`src/shared/fmw_pkg.sv`:
```
// constants and types for the forced media write dma command block
package fmw_pkg;
  // ***********************************************
  // command and geometry
  // ***********************************************
  localparam logic [7:0]  FMW_OPCODE      = 8'h3D;
  localparam int          FMW_SECTOR_WRDS = 256;
  localparam logic [16:0] FMW_MAX_SECTORS = 17'h1_0000;
  // ***********************************************
  // register byte offsets
  // ***********************************************
  localparam logic [5:0] FMW_OFS_COUNT   = 6'h04;
  localparam logic [5:0] FMW_OFS_SECNUM  = 6'h08;
  localparam logic [5:0] FMW_OFS_CYLLO   = 6'h0C;
  localparam logic [5:0] FMW_OFS_CYLHI   = 6'h10;
  localparam logic [5:0] FMW_OFS_DEVHEAD = 6'h14;
  localparam logic [5:0] FMW_OFS_CMDSTAT = 6'h18;
  localparam logic [5:0] FMW_OFS_ERROR   = 6'h1C;
  localparam logic [5:0] FMW_OFS_DEVCTL  = 6'h20;
  localparam logic [5:0] FMW_OFS_IRQSTAT = 6'h24;
  localparam logic [5:0] FMW_OFS_IRQMASK = 6'h28;
  // ***********************************************
  // field positions
  // ***********************************************
  localparam int FMW_ST_BUSY = 7;
  localparam int FMW_ST_RDY  = 6;
  localparam int FMW_ST_DF   = 5;
  localparam int FMW_ST_DSC  = 4;
  localparam int FMW_ST_DRQ  = 3;
  localparam int FMW_ST_COR  = 2;
  localparam int FMW_ST_ERR  = 0;
  localparam int FMW_ER_CRC  = 7;
  localparam int FMW_ER_IDN  = 4;
  localparam int FMW_ER_ABT  = 2;
  localparam int FMW_DH_LBA  = 6;
  localparam int FMW_DC_HOB  = 7;
  localparam int FMW_IRQ_DONE = 0;
  localparam int FMW_IRQ_ERR  = 1;
  // ***********************************************
  // status reset value and ending error mask
  // ***********************************************
  localparam logic [7:0] FMW_STATUS_RST = 8'h50;
  localparam logic [7:0] FMW_ERRMASK    = 8'h94;
  // ***********************************************
  // types
  // ***********************************************
  typedef enum logic [2:0] {
    FMW_IDLE  = 3'b000,
    FMW_XFER  = 3'b001,
    FMW_SWAIT = 3'b010,
    FMW_FLUSH = 3'b011,
    FMW_DONE  = 3'b100
  } fmw_state_e;
  typedef struct packed {
    logic        valid;
    logic [15:0] word;
  } fmw_media_s;
endpackage

```
`src/rtl/fmw_dma_ext.sv`:
```
// forced media write dma ext command handler with axi4-lite task file
//
// Our own choices: the register offsets and the AXI4-Lite interface to the registers.
`timescale 1ns/10ps
// Summary of operation
// - opcode 3Dh starts the forced write
// - media commit done before ending status
// - data moves as 16-bit words
// - words move only while request asserted
// - exactly one interrupt after final status
// - unrecoverable error stops at failing sector
// - count: current low byte, previous high
// - zero count means 65,536 sectors
// - hob clear: failing address bits 23:0
// - hob set: failing address bits 47:24
module fmw_dma_ext
  import fmw_pkg::*;
(
  // clock and reset
  input  wire logic        clk,
  input  wire logic        sys_rst,
  // axi4-lite write
  input  wire logic [5:0]  s_axi_awaddr,
  input  wire logic        s_axi_awvalid,
  output logic             s_axi_awready,
  input  wire logic [31:0] s_axi_wdata,
  input  wire logic [3:0]  s_axi_wstrb,
  input  wire logic        s_axi_wvalid,
  output logic             s_axi_wready,
  output logic [1:0]       s_axi_bresp,
  output logic             s_axi_bvalid,
  input  wire logic        s_axi_bready,
  // axi4-lite read
  input  wire logic [5:0]  s_axi_araddr,
  input  wire logic        s_axi_arvalid,
  output logic             s_axi_arready,
  output logic [31:0]      s_axi_rdata,
  output logic [1:0]       s_axi_rresp,
  output logic             s_axi_rvalid,
  input  wire logic        s_axi_rready,
  // interrupt
  output logic             irq,
  // host dma channel
  output logic             dmaRequest,
  input  wire logic        dmaAck,
  input  wire logic [15:0] dmaData,
  input  wire logic        dmaCrcError,
  // media side
  output fmw_media_s       mediaWr,
  input  wire logic        sectorDone,
  input  wire logic        sectorFail,
  output logic             flushReq,
  input  wire logic        flushDone
);
  // ***********************************************
  // declarations
  // ***********************************************
  fmw_state_e  state_q;          // command engine state
  logic [15:0] count_q;          // previous:current sector count
  logic [47:0] lbaReg_q;         // task file address bytes
  logic [7:0]  devHead_q;        // device/head
  logic [7:0]  devCtl_q;         // device control, hob select
  logic [1:0]  irqStat_q;        // sticky events
  logic [1:0]  irqMask_q;        // event enables
  logic [7:0]  status_q;         // status report
  logic [7:0]  error_q;          // error report
  logic [47:0] curLba_q;         // sector now in flight
  logic [47:0] reportLba_q;      // address handed back
  logic [16:0] remain_q;         // sectors still to write
  logic [7:0]  wordCnt_q;        // word within sector
  logic        failed_q;         // write stopped early
  logic        doneEvt;          // ending status posted
  logic        awHeld_q;         // write address captured
  logic        wHeld_q;          // write data captured
  logic [5:0]  awAddr_q;
  logic [31:0] wData_q;
  logic [3:0]  wStrb_q;
  logic        wrFire;           // register write this cycle
  logic        wrMapped;
  logic        cmdFire;          // command register write
  logic        rdFire;           // read address taken
  logic        irqRdClr;         // read of sticky events
  logic [31:0] rdMux;
  logic        rdMapped;
  logic        high_order_byte_select;
  logic        xferWord;         // dma word taken

  assign high_order_byte_select      = devCtl_q[FMW_DC_HOB];
  assign wrFire   = awHeld_q & wHeld_q & ~s_axi_bvalid;
  assign cmdFire  = wrFire & (awAddr_q == FMW_OFS_CMDSTAT) & wStrb_q[0];
  assign rdFire   = s_axi_arvalid & s_axi_arready;
  assign irqRdClr = rdFire & (s_axi_araddr == FMW_OFS_IRQSTAT);
  assign xferWord = dmaRequest & dmaAck;
  assign doneEvt  = (state_q == FMW_DONE);
  assign wrMapped = (awAddr_q <= FMW_OFS_IRQMASK)
                    & (awAddr_q[1:0] == 2'b00)
                    & (awAddr_q != 6'h00);

  // ***********************************************
  // axi4-lite write channel
  // ***********************************************
  // address and data are latched separately, so either may come first
  always_ff @(posedge clk) begin
    if (sys_rst) begin
      awHeld_q      <= 1'b0;
      wHeld_q       <= 1'b0;
      awAddr_q      <= 6'h00;
      wData_q       <= 32'h0000_0000;
      wStrb_q       <= 4'h0;
      s_axi_awready <= 1'b1;
      s_axi_wready  <= 1'b1;
      s_axi_bvalid  <= 1'b0;
      s_axi_bresp   <= 2'b00;
    end else begin
      if (s_axi_awvalid & s_axi_awready) begin
        awHeld_q      <= 1'b1;
        awAddr_q      <= s_axi_awaddr;
        s_axi_awready <= 1'b0;
      end
      if (s_axi_wvalid & s_axi_wready) begin
        wHeld_q      <= 1'b1;
        wData_q      <= s_axi_wdata;
        wStrb_q      <= s_axi_wstrb;
        s_axi_wready <= 1'b0;
      end
      // answer one cycle after both halves are held
      if (wrFire) begin
        awHeld_q     <= 1'b0;
        wHeld_q      <= 1'b0;
        s_axi_bvalid <= 1'b1;
        s_axi_bresp  <= wrMapped ? 2'b00 : 2'b10;
      end else if (s_axi_bvalid & s_axi_bready) begin
        s_axi_bvalid  <= 1'b0;
        s_axi_awready <= 1'b1;
        s_axi_wready  <= 1'b1;
      end
    end
  end

  // ***********************************************
  // axi4-lite read channel
  // ***********************************************
  // task file bytes: hob picks previous (high) or current (low) half
  always_comb begin
    rdMux    = 32'h0000_0000;
    rdMapped = 1'b1;
    case (s_axi_araddr)
      FMW_OFS_COUNT:   rdMux[7:0] = high_order_byte_select ? count_q[15:8] : count_q[7:0];
      FMW_OFS_SECNUM:  rdMux[7:0] = high_order_byte_select ? lbaReg_q[31:24]
                                        : lbaReg_q[7:0];
      FMW_OFS_CYLLO:   rdMux[7:0] = high_order_byte_select ? lbaReg_q[39:32]
                                        : lbaReg_q[15:8];
      FMW_OFS_CYLHI:   rdMux[7:0] = high_order_byte_select ? lbaReg_q[47:40]
                                        : lbaReg_q[23:16];
      FMW_OFS_DEVHEAD: rdMux[7:0] = devHead_q;
      FMW_OFS_CMDSTAT: rdMux[7:0] = status_q;
      FMW_OFS_ERROR:   rdMux[7:0] = error_q;
      FMW_OFS_DEVCTL:  rdMux[7:0] = devCtl_q;
      FMW_OFS_IRQSTAT: rdMux[1:0] = irqStat_q;
      FMW_OFS_IRQMASK: rdMux[1:0] = irqMask_q;
      default:         rdMapped   = 1'b0;
    endcase
  end

  // one read at a time; data is registered with the valid
  always_ff @(posedge clk) begin
    if (sys_rst) begin
      s_axi_arready <= 1'b1;
      s_axi_rvalid  <= 1'b0;
      s_axi_rdata   <= 32'h0000_0000;
      s_axi_rresp   <= 2'b00;
    end else if (rdFire) begin
      s_axi_arready <= 1'b0;
      s_axi_rvalid  <= 1'b1;
      s_axi_rdata   <= rdMux;
      s_axi_rresp   <= rdMapped ? 2'b00 : 2'b10;
    end else if (s_axi_rvalid & s_axi_rready) begin
      s_axi_rvalid  <= 1'b0;
      s_axi_arready <= 1'b1;
    end
  end

  // ***********************************************
  // task file registers
  // ***********************************************
  // host writes other than control and mask are ignored while a command runs; the ending address
  // overwrites the address bytes when status is posted
  always_ff @(posedge clk) begin
    if (sys_rst) begin
      count_q   <= 16'h0000;
      lbaReg_q  <= 48'h0000_0000_0000;
      devHead_q <= 8'h00;
      devCtl_q  <= 8'h00;
      irqMask_q <= 2'b00;
    end else if (doneEvt) begin
      lbaReg_q <= reportLba_q;
    end else if (wrFire & (state_q == FMW_IDLE)) begin
      case (awAddr_q)
        FMW_OFS_COUNT: begin
          if (wStrb_q[0]) count_q[7:0]  <= wData_q[7:0];
          if (wStrb_q[1]) count_q[15:8] <= wData_q[15:8];
        end
        FMW_OFS_SECNUM: begin
          if (wStrb_q[0]) lbaReg_q[7:0]   <= wData_q[7:0];
          if (wStrb_q[1]) lbaReg_q[31:24] <= wData_q[15:8];
        end
        FMW_OFS_CYLLO: begin
          if (wStrb_q[0]) lbaReg_q[15:8]  <= wData_q[7:0];
          if (wStrb_q[1]) lbaReg_q[39:32] <= wData_q[15:8];
        end
        FMW_OFS_CYLHI: begin
          if (wStrb_q[0]) lbaReg_q[23:16] <= wData_q[7:0];
          if (wStrb_q[1]) lbaReg_q[47:40] <= wData_q[15:8];
        end
        FMW_OFS_DEVHEAD: if (wStrb_q[0]) devHead_q <= wData_q[7:0];
        FMW_OFS_DEVCTL:  if (wStrb_q[0]) devCtl_q  <= wData_q[7:0];
        FMW_OFS_IRQMASK: if (wStrb_q[0]) irqMask_q <= wData_q[1:0];
        default: ;
      endcase
    end else if (wrFire) begin
      // control and mask stay writable while busy, except in the cycle that posts status
      if (awAddr_q == FMW_OFS_DEVCTL && wStrb_q[0])
        devCtl_q <= wData_q[7:0];
      if (awAddr_q == FMW_OFS_IRQMASK && wStrb_q[0])
        irqMask_q <= wData_q[1:0];
    end
  end

  // ***********************************************
  // interrupt
  // ***********************************************
  // read clears the sticky bits, but a same-cycle event still lands
  always_ff @(posedge clk) begin
    if (sys_rst) begin
      irqStat_q <= 2'b00;
      irq       <= 1'b0;
    end else begin
      irqStat_q <= (irqRdClr ? 2'b00 : irqStat_q)
                   | {doneEvt & failed_q, doneEvt};
      irq       <= |(irqStat_q & irqMask_q);
    end
  end

  // ***********************************************
  // command engine
  // ***********************************************
  // one sector of words at a time, then wait for the media verdict;
  // every path to ending status passes through the commit flush
  always_ff @(posedge clk) begin
    if (sys_rst) begin
      state_q     <= FMW_IDLE;
      status_q    <= FMW_STATUS_RST;
      error_q     <= 8'h00;
      curLba_q    <= 48'h0000_0000_0000;
      reportLba_q <= 48'h0000_0000_0000;
      remain_q    <= 17'h0_0000;
      wordCnt_q   <= 8'h00;
      failed_q    <= 1'b0;
      dmaRequest  <= 1'b0;
      mediaWr     <= '0;
      flushReq    <= 1'b0;
    end else begin
      mediaWr.valid <= 1'b0;
      case (state_q)
        FMW_IDLE: begin
          if (cmdFire) begin
            status_q[FMW_ST_BUSY] <= 1'b1;
            error_q  <= 8'h00;
            failed_q <= 1'b0;
            if (wData_q[7:0] == FMW_OPCODE &&
                devHead_q[FMW_DH_LBA]) begin
              curLba_q    <= lbaReg_q;
              reportLba_q <= lbaReg_q;
              remain_q    <= (count_q == 16'h0000) ? FMW_MAX_SECTORS
                             : {1'b0, count_q};
              wordCnt_q   <= 8'h00;
              dmaRequest  <= 1'b1;
              status_q[FMW_ST_DRQ] <= 1'b1;
              state_q     <= FMW_XFER;
            end else begin
              // unknown opcode or chs addressing: abort, but still take
              // the commit step so ending status has a single path
              error_q[FMW_ER_ABT] <= 1'b1;
              failed_q    <= 1'b1;
              reportLba_q <= lbaReg_q;
              state_q     <= FMW_FLUSH;
            end
          end
        end
        FMW_XFER: begin
          if (dmaCrcError) begin
            // link corruption: keep what was committed, stop here
            error_q[FMW_ER_CRC] <= 1'b1;
            failed_q    <= 1'b1;
            reportLba_q <= curLba_q;
            dmaRequest  <= 1'b0;
            state_q     <= FMW_FLUSH;
          end else if (xferWord) begin
            mediaWr.valid <= 1'b1;
            mediaWr.word  <= dmaData;
            wordCnt_q     <= wordCnt_q + 8'h01;
            if (wordCnt_q == 8'(FMW_SECTOR_WRDS - 1)) begin
              dmaRequest <= 1'b0;
              state_q    <= FMW_SWAIT;
            end
          end
        end
        FMW_SWAIT: begin
          if (sectorFail) begin
            error_q[FMW_ER_IDN] <= 1'b1;
            failed_q    <= 1'b1;
            reportLba_q <= curLba_q;
            state_q     <= FMW_FLUSH;
          end else if (sectorDone) begin
            reportLba_q <= curLba_q;
            remain_q    <= remain_q - 17'h0_0001;
            if (remain_q == 17'h0_0001) begin
              state_q <= FMW_FLUSH;
            end else begin
              curLba_q   <= curLba_q + 48'h0000_0000_0001;
              dmaRequest <= 1'b1;
              state_q    <= FMW_XFER;
            end
          end
        end
        FMW_FLUSH: begin
          // cache bypass: wait for the media to confirm the commit
          status_q[FMW_ST_DRQ] <= 1'b0;
          flushReq <= ~flushDone;
          if (flushDone) state_q <= FMW_DONE;
        end
        FMW_DONE: begin
          status_q <= 8'h00;
          status_q[FMW_ST_RDY] <= 1'b1;
          status_q[FMW_ST_DSC] <= 1'b1;
          status_q[FMW_ST_ERR] <= |error_q;
          error_q  <= error_q & FMW_ERRMASK;
          state_q  <= FMW_IDLE;
        end
        default: state_q <= FMW_IDLE;
      endcase
    end
  end
endmodule

```
`config.mk`:
```
export PLATFORM = sky130hd
export DESIGN_NAME = fmw_dma_ext
export DESIGN_NICKNAME = d
export VERILOG_FILES = /design/src/shared/fmw_pkg.sv /design/src/rtl/fmw_dma_ext.sv
export SDC_FILE = /design/constraint.sdc
export NUM_CORES = 1
export LEC_CHECK = 0
export BUFFER_PORTS_ARGS = -buffer_cell sky130_fd_sc_hd__buf_2
export CORE_ASPECT_RATIO = 1.75
export CORE_MARGIN = 3
export CORE_UTILIZATION = 45
export DETAILED_ROUTE_END_ITERATION = 8
export GPL_ROUTABILITY_DRIVEN = 0
export PLACE_DENSITY = 0.74
export RECOVER_POWER = 100
export SLEW_MARGIN = 20
export SYNTH_ARGS = -nofsm -noshare
export SYNTH_HDL_FRONTEND = slang
export SYNTH_SLANG_ARGS = --single-unit
```
`constraint.sdc`:
```
create_clock -name clk -period 2.2 [get_ports clk]
set_input_delay 0.44 -clock clk [delete_from_list [all_inputs] [get_ports clk]]
set_output_delay 0.44 -clock clk [all_outputs]
set_load 0.01 [all_outputs]
```
==> impl_results.md, run 1 <==
* Highest clock rate at 410 MHz
* Root buffer cell: clkbuf_16
* Yosys reg bits at between 200 and 300
* Max-cap viol count at 0
* Critical path's top delay family: simple AND/OR/NAND/NOR gates
* Number of global-route vias before repair at around 14,000
* Worst R2R Path Depth at 8
* GRT Overall Usage at 0.292
* Clk_lat worst skew at approximately 0.54 ns
* Final Hold Fails at 0
* Post-synthesis cell type count at 71
* Startpoint types: register
* Number of synthesized flops with an enable pin at 0
* Yosys top cell by area: dfxtp_1
* TritonCTS clock tree: done
* Worst path max stage delay at between 0.5 and 0.6 ns
* Slew @ Worst Pin at about 0.84 ns
* Post-route clock period utilization at 1.11
* Leak at 6.40 nW
* Die Wd at around 140 um
* Final Worst Setup Slack at -0.236 ns
* Net Sw Frac at 0.351
* Gr ovfl total at 0
* CTS max path bufs at 3
* # DRC at 0
* Hold_buf cts at 0
* Die area at 0.0326 mm2
* Worst path most repeated cell: buf_12
* # port buffers at 92
* Peak VDD IR at 1.03 mV
* Clk slew on worst S/H paths at around 0.07 ns
* Switch Pwr at 6.16 mW
* YS warnings at 0
* Synthesized cell area at 0.0137 mm2
* Worst Path Buf+Inv at 2
* Nets at 2,026
* Total power at about 18 mW
* Status: finished with violations
* Kind of critical path: reg -> reg
* Synth top area cells: dfxtp_1 (40%), mux2i_1 (6.8%), nor2_1 (6.6%), a21oi_1 (6.6%), a211oi_1 (5.5%)
* Hold EP: s_axi_wready$_SDFF_PP1_
* Largest net degree at the start of global routing at 133
* Worst Path Max Fanout at 5
* Sequential share of the synthesized area at 0.404
* Initial antenna violation count at 0
* Clk sinks at about 280
* Max-slew violations at 0
* R2r endpoint: curLba_q[32]$_SDFFE_PP0P_
* Top_reg_cell synth: dfxtp_1
* Synth Instances at roughly 1,700
* Pwr Density at 975 mW/mm2
* Final wirelength at 52,000 um
* Failing checks: setup timing
* CP Data Required Time at 2.63 ns
* Wire per inst at 22.2 um
* Syn_area_per_cell at 8.01 um2
* Comb pwr share at 0.409
* First-pass GRT wire length at 75,200 um
* Top-area cell type share of the netlist area at 0.404
* Core area at 0.0296 mm2
* Antenna viol nets, final at 0
* Flop pwr share at 0.323
* DP Wirelength at 33,800 um
* Worst path cell trace: or4bb_4 -> nor4_4 -> o221a_4 -> and2_4 -> buf_12 -> buf_12 -> nand2_4 -> a32o_1
* Final Critical Period at about 2.4 ns
* RR Startpoint: awAddr_q[5]$_SDFFE_PP0P_
* H-tree depth at 1
* Worst Hold Depth at 2
* N_diodes at 0
* Synth async-reset ratio at 0
* Die H at 237 um
* RSZ-0062 raised after global routing: true
* Clk pwr share at 0.268
* HP Start: s_axi_wvalid
* Slew Limit Headroom at 0.440
* Initial DRC Count at 1,611
* Hold Path Class: in -> reg
* WP data arrival at 2.87 ns
* Row count at 83
* Clock skew at about 0.011 ns
* Num CTS Buffers at 25
* Flop2flop setup slack at -0.24 ns
* Layout cell share with drive strength beyond 1 at 0.250
* Drt pass-1 iters at 6
* Cell internal pwr at roughly 11 mW
* Drt via density at 6.26
* CP max-delay cell: or4bb_4
* Final setup viols at roughly 160
* Area delta synth->final at 31.8%
* I/O pins at 137
* Starting Density at 0.462
* Critical Path Sink Type: register
* DR vias at 14,700
* Setup slack after placement at -0.309 ns
## power groups by stage
stage	sequential [mW]	combinational, mW	clock (mW)
2_1_floorplan	5.69	3.38	0
3_3_place_gp	5.72	4.66	0
3_5_place_dp	5.74	4.78	0
4_1_cts	5.63	5.93	4.72
5_1_grt	5.70	7.49	4.91
6_report	5.67	7.19	4.70
## state kept, by name, indices dropped and copies added (netlist names), 3 cells and up
name,flops
awAddr_q,6
remain_q,17
wData_q,16
curLba_q,48
lbaReg_q,48
error_q,3
s_axi_rdata,8
wordCnt_q,8
mediaWr,17
devCtl_q,8
status_q,3
reportLba_q,48
devHead_q,8
count_q,16
state_q,3
## synth_stat cells (7+ instances only)
cell type  instances
a211oi_1         100
a21oi_1          180
a221oi_1          10
a22o_1            13
a22oi_1           17
a2bb2oi_1          9
a31oi_1           15
and2_1            25
and3_1             8
buf_2             19
buf_4             28
clkbuf_1          97
dfxtp_1          276
inv_1             23
mux2_2            11
mux2i_1           93
nand2_1          187
nand3_1           32
nand4_1           20
nor2_1           241
nor2b_1           11
nor3_1            40
nor3b_1            7
nor4_1            26
o21ai_0           74
o31ai_1            9
o41ai_1           10
or3_1              7
or4_1             10
## routing by layer
metal	GRT usage	part of all wire	vias to the layer above
li1	-	-	6603
met1	0.301	0.33	6880
met2	0.506	0.50	891
met3	0.0387	0.072	298
met4	0.248	0.10	0
met5	0	0	-
## cell usage in the layout (no fill, tap or decap), drive strengths merged, types with 26 or more instances in the layout
master / n
nand3: 32
nor4: 27
mux2i: 93
a211oi: 100
nor3: 41
buf: 295
dfxtp: 276
clkbuf: 82
a21oi: 180
conb: 26
nand2: 189
nor2: 241
o21ai: 80
## final cells by class
class	count	area, um2
tap	382	478
clock inverter	6	133
timing repair buffer	340	2920
sequential	276	5540
fill	2402	11600
multi-input combinational	1280	8130
clock buffer	38	734
inverter	23	86.3
## logic make-up after synthesis
family,after synthesis,share of synthesized area
AOI/OAI and AO/OA,493,0.232
xor gates and xnor gates,8,0.00513
other,1,0.000274
buffers and inverters,176,0.0589
muxes,106,0.0804
adders and majority gates,4,0.00366
and+or+nand+nor,642,0.216
DFF,276,0.404
## timing repair
action	in CTS	in global routing
endpoints found under the setup margin	140	176
cloned	11	11
gates resized for setup	85	126
endpoints found under the hold margin	0	0
pin swaps	38	77
setup buffers	23	15
## worst max path at each step
stage               depth (start not counted)                        end                 startpoint  slack, ns
floorplan                                   7  curLba_q[36]$_SDFFE_PP0P_  s_axi_bvalid$_SDFFE_PP0P_      -0.12
global placement                            7      failed_q$_SDFFE_PP0P_   awAddr_q[0]$_SDFFE_PP0P_      -0.33
detailed placement                          7      failed_q$_SDFFE_PP0P_   awAddr_q[0]$_SDFFE_PP0P_      -0.31
CTS                                         8   curLba_q[7]$_SDFFE_PP0P_   awAddr_q[5]$_SDFFE_PP0P_      -0.14
global route                                7  lbaReg_q[21]$_SDFFE_PP0P_    state_q[0]$_SDFFE_PP0P_      -0.31
finish                                      8  curLba_q[32]$_SDFFE_PP0P_   awAddr_q[5]$_SDFFE_PP0P_      -0.24
## stage by stage
stage | hold WS, ns | instance area, um2 | util | setup TNS, ns | instances
5_1_grt | 0.126 | 18000 | 0.609 | -34.43 | 2345
3_5_place_dp | 0.446 | 15700 | 0.530 | -21.62 | 2246
4_1_cts | 0.0932 | 17400 | 0.586 | -7.15 | 2323
6_report | 0.110 | 18000 | 0.609 | -20.16 | 2345
2_1_floorplan | 0.441 | 13800 | - | -3.52 | 1731
3_3_place_gp | 0.440 | 15700 | 0.530 | -17.09 | 2246
(Power assumes the default switching activity.)
==> run 2, diff against run 1 <==
Settings changed: ABC_AREA set to 1.
==> run 2 against run 1 <==
Combinational power decreased by 37%. Register-to-register slack improved by 0.22 ns. Flip-flop and latch count is the same. Largest power group is now registers. Sequential share of layout area grew 3.1 points. Clock-buffer cell count down 10. The flow still finishes with violations (setup timing). Fmax grew 9.7%. Critical path type unchanged.
==> impl_results.md, run 2 <==
* Peak VDD IR at 0.682 mV (was 1.03 mV)
* Cell internal pwr at 9.64 mW (was 11.4 mW)
* Top post-synthesis cells by count: nand2_1 (563), nor2_1 (362), o21ai_0 (279), dfxtp_1 (276), a21oi_1 (234) (was dfxtp_1 (276), nor2_1 (241), nand2_1 (187), a21oi_1 (180), a211oi_1 (100))
* Net Sw Frac at 0.367 (was 0.351)
* Fin Hold WS at 0.0881 ns (was 0.110 ns)
* Biggest regs: curLba_q x48, lbaReg_q x48, reportLba_q x48 (unchanged)
* Comb pwr share at 0.298 (was 0.409)
* I/O pins at 137 (unchanged)
* GRT Overall Usage at 0.276 (was 0.292)
* N_diodes at 0 (unchanged)
* Leak at 6.42 nW (was 6.40 nW)
* Final Worst Setup Slack at -0.0212 ns (was -0.236 ns)
* Main combinational cell family by area after synthesis: simple AND/OR/NAND/NOR gates (was compound AO/OA/AOI/OAI gates)
* RSZ-0062 raised after global routing: true (unchanged)
* Number of global-route vias before repair at 14,600 (was 14,100)
* CTS max path bufs at 3 (unchanged)
* Yosys reg bits at 276 (unchanged)
* Core area at 0.0322 mm2 (was 0.0296 mm2)
* Post-route clock period utilization at 1.01 (was 1.11)
* Clk sinks at 276 (unchanged)
* Slew Limit Headroom at 0.383 (was 0.440)
* Nets at 2,461 (was 2,026)
* Total power at 15.2 mW (was 17.6 mW)
* Syn_area_per_cell at 6.38 um2 (was 8.01 um2)
* Initial DRC Count at 1,424 (was 1,611)
* Largest net degree at the start of global routing at 80 (was 133)
* Max-cap viol count at 0 (unchanged)
* Post-synthesis cell type count at 46 (was 71)
* Final wirelength at 49,500 um (was 52,000 um)
* Most frequent cell after synthesis: nand2_1 (was dfxtp_1)
* Max-slew violations at 0 (unchanged)
* YS warnings at 0 (unchanged)
* Top_reg_cell synth: dfxtp_1 (unchanged)
* Gr ovfl total at 0 (unchanged)
* Worst path max stage delay at 0.37 ns (was 0.59 ns)
* Synth top area cells: dfxtp_1 (38%), nand2_1 (14%), o21ai_0 (9.5%), nor2_1 (9.2%), a21oi_1 (8.0%) (was dfxtp_1 (40%), mux2i_1 (6.8%), nor2_1 (6.6%), a21oi_1 (6.6%), a211oi_1 (5.5%))
* Simple-gate area share of the yosys netlist at 0.313 (was 0.216)
* Switch Pwr at 5.58 mW (was 6.16 mW)
* Post-CTS Setup Bufs at 0 (was 23)
* Final setup viols at 6 (was 161)
* Compound-gate portion of the synthesized area at 0.201 (was 0.232)
* Critical Path Sink Type: register (unchanged)
* Die H at 245 um (was 237 um)
* Crit path from: state_q[2]$_SDFFE_PP0P_ (was awAddr_q[5]$_SDFFE_PP0P_)
* Area delta synth->final at 11.2% (was 31.8%)
* Number of synthesized flops with an enable pin at 0 (unchanged)
* HP Start: s_axi_wvalid (unchanged)
* Pwr Density at 931 mW/mm2 (was 975 mW/mm2)
* Xor/xnor share of the synthesized area at 0.00238 (was 0.00513)
* Top-area cell type share of the netlist area at 0.376 (was 0.404)
* Drt via density at 5.58 (was 6.26)
* Slew @ Worst Pin at 0.923 ns (was 0.840 ns)
* Final Core Density at 0.507 (was 0.609)
* Synth Instances at 2,304 (was 1,706)
* Failing checks: setup timing (unchanged)
* Worst path cell trace: inv_2 -> nand3_2 -> a21oi_1 -> a21oi_2 -> clkbuf_2 -> nand3_4 -> buf_6 -> o21ai_0 -> a21oi_1 (was or4bb_4 -> nor4_4 -> o221a_4 -> and2_4 -> buf_12 -> buf_12 -> nand2_4 -> a32o_1)
* Commonest cells after routing, fill and taps aside: nand2_1 (566), nor2_1 (361), o21ai_0 (285), dfxtp_1 (276), a21oi_1 (234) (was dfxtp_1 (268), nor2_1 (232), buf_4 (179), nand2_1 (178), a21oi_1 (168))
* Root buffer cell: clkbuf_16 (unchanged)
* Final Hold Fails at 0 (unchanged)
* Worst path most repeated cell: a21oi_1 (was buf_12)
* Drt pass-1 iters at 6 (unchanged)
* FILL cells at 3,189 (was 2,402)
* Synth async-reset ratio at 0 (unchanged)
* Kind of critical path: reg -> reg (unchanged)
* DR vias at 15,600 (was 14,700)
* TritonCTS clock tree: done (unchanged)
* Flop pwr share at 0.393 (was 0.323)
* Wire per inst at 17.7 um (was 22.2 um)
* Row count at 87 (was 83)
* Yosys top cell by area: dfxtp_1 (unchanged)
* Final cell count without fillers at 2,800 (was 2,345)
* Starting Density at 0.456 (was 0.462)
* Post-synthesis mux area share at 0 (was 0.0805)
* Clk pwr share at 0.309 (was 0.268)
* Initial antenna violation count at 0 (unchanged)
* Most common cell after layout, fill and taps aside: nand2_1 (was dfxtp_1)
* WP data arrival at 2.69 ns (was 2.87 ns)
* DP Wirelength at 36,500 um (was 33,800 um)
* Placed Cells incl. Taps at 2,754 (was 2,246)
* Adder-cell share of the synthesized area at 0.00341 (was 0.00366)
* Final Critical Period at 2.22 ns (was 2.44 ns)
* CP max-delay cell: nand3_2 (was or4bb_4)
* Setup slack after placement at 0.0491 ns (was -0.309 ns)
* Clock skew at 0.0120 ns (was 0.0112 ns)
* Layout cell share with drive strength beyond 1 at 0.0850 (was 0.250)
* Worst Path Max Fanout at 43 (was 5)
* Sequential share of the synthesized area at 0.376 (was 0.404)
* CP Data Required Time at 2.66 ns (was 2.63 ns)
* Clk slew on worst S/H paths at 0.07 ns (about the same)
* First-pass GRT wire length at 77,200 um (was 75,200 um)
* Clk_lat worst skew at 0.55 ns (was 0.54 ns)
* Die area at 0.0350 mm2 (was 0.0326 mm2)
* Hold Path Class: in -> reg (unchanged)
* Num CTS Buffers at 25 (unchanged)
* Status: finished with violations (unchanged)
* # DRC at 0 (unchanged)
* RR Startpoint: state_q[2]$_SDFFE_PP0P_ (was awAddr_q[5]$_SDFFE_PP0P_)
* Die Wd at 143 um (was 138 um)
* # port buffers at 92 (unchanged)
* Highest clock rate at 450 MHz (was 410 MHz)
* Startpoint types: register (unchanged)
* Synthesized cell area at 0.0147 mm2 (was 0.0137 mm2)
* H-tree depth at 1 (unchanged)
* Antenna viol nets, final at 0 (unchanged)
## run 2: layer usage
metal,vias up,wire [um],global-route usage
li1,7585,-,-
met2,739,24100,0.475
met4,0,5130,0.233
met5,-,0,0
met3,231,3010,0.0376
met1,7062,17300,0.292
## run 2: final timing paths
| path | cells after the start | slack [ns] | endpoint |
|---|---|---|---|
| max | 9 | -0.02 | curLba_q[18]$_SDFFE_PP0P_ |
| min | 2 | 0.09 | s_axi_wready$_SDFF_PP1_ |
| max reg2reg | 9 | -0.02 | curLba_q[18]$_SDFFE_PP0P_ |
| min reg2reg | 2 | 0.45 | reportLba_q[40]$_SDFFE_PP0P_ |
## run 2: repair_timing
item / CTS / global route
gates resized for setup: 0 / 5
endpoints found under the hold margin: 0 / 0
setup endpoints to repair: 0 / 77
hold buffers: 0 / 0
## run 2: power groups by stage
stage	registers, mW	clock network (mW)	logic (mW)
floorplan	5.98	0	3.44
global route	6.03	4.92	5.06
CTS	5.96	4.74	4.52
finish	5.98	4.70	4.54
global placement	6.04	0	4.44
detailed placement	6.06	0	4.50
## run 2: area by class of cell
cell class | count | area (um2) | share of cell area
multi-input cells | 1721 | 7740 | 0.473
flip-flops and latches | 276 | 5530 | 0.338
repair buffers | 157 | 963 | 0.0589
inverters | 200 | 758 | 0.0464
clock buffers | 28 | 647 | 0.0396
well taps | 400 | 500 | 0.0306
clock inverters | 18 | 213 | 0.0130
## run 2: critical path: cells and delay by family, from the launching register on
| family | cells | cell delay, ns |
|---|---|---|
| and+or+nand+nor | 2 | 0.49 |
| buffers and inverters | 3 | 0.61 |
| AOI/OAI and AO/OA | 4 | 0.67 |
| DFF | 1 | 0.34 |
## run 2: kinds of logic (layout without fill, tap and decap cells)
| kind of cell | after synthesis | in the layout |
|---|---|---|
| AND/OR/NAND/NOR | 1114 | 1114 |
| flip-flops | 276 | 276 |
| buffers and inverters | 332 | 403 |
| AO/OA/AOI/OAI | 573 | 573 |
| adder cells (fa/ha/maj) | 4 | 4 |
| XOR/XNOR | 4 | 4 |
| other | 1 | 26 |
## run 2: stage by stage
step / area [um2] / TNS (ns)
5_1_grt: 16300 / -3.51
4_1_cts: 16400 / 0
6_report: 16300 / -0.0445
3_5_place_dp: 15600 / 0
2_1_floorplan: 14800 / 0
3_3_place_gp: 15600 / 0
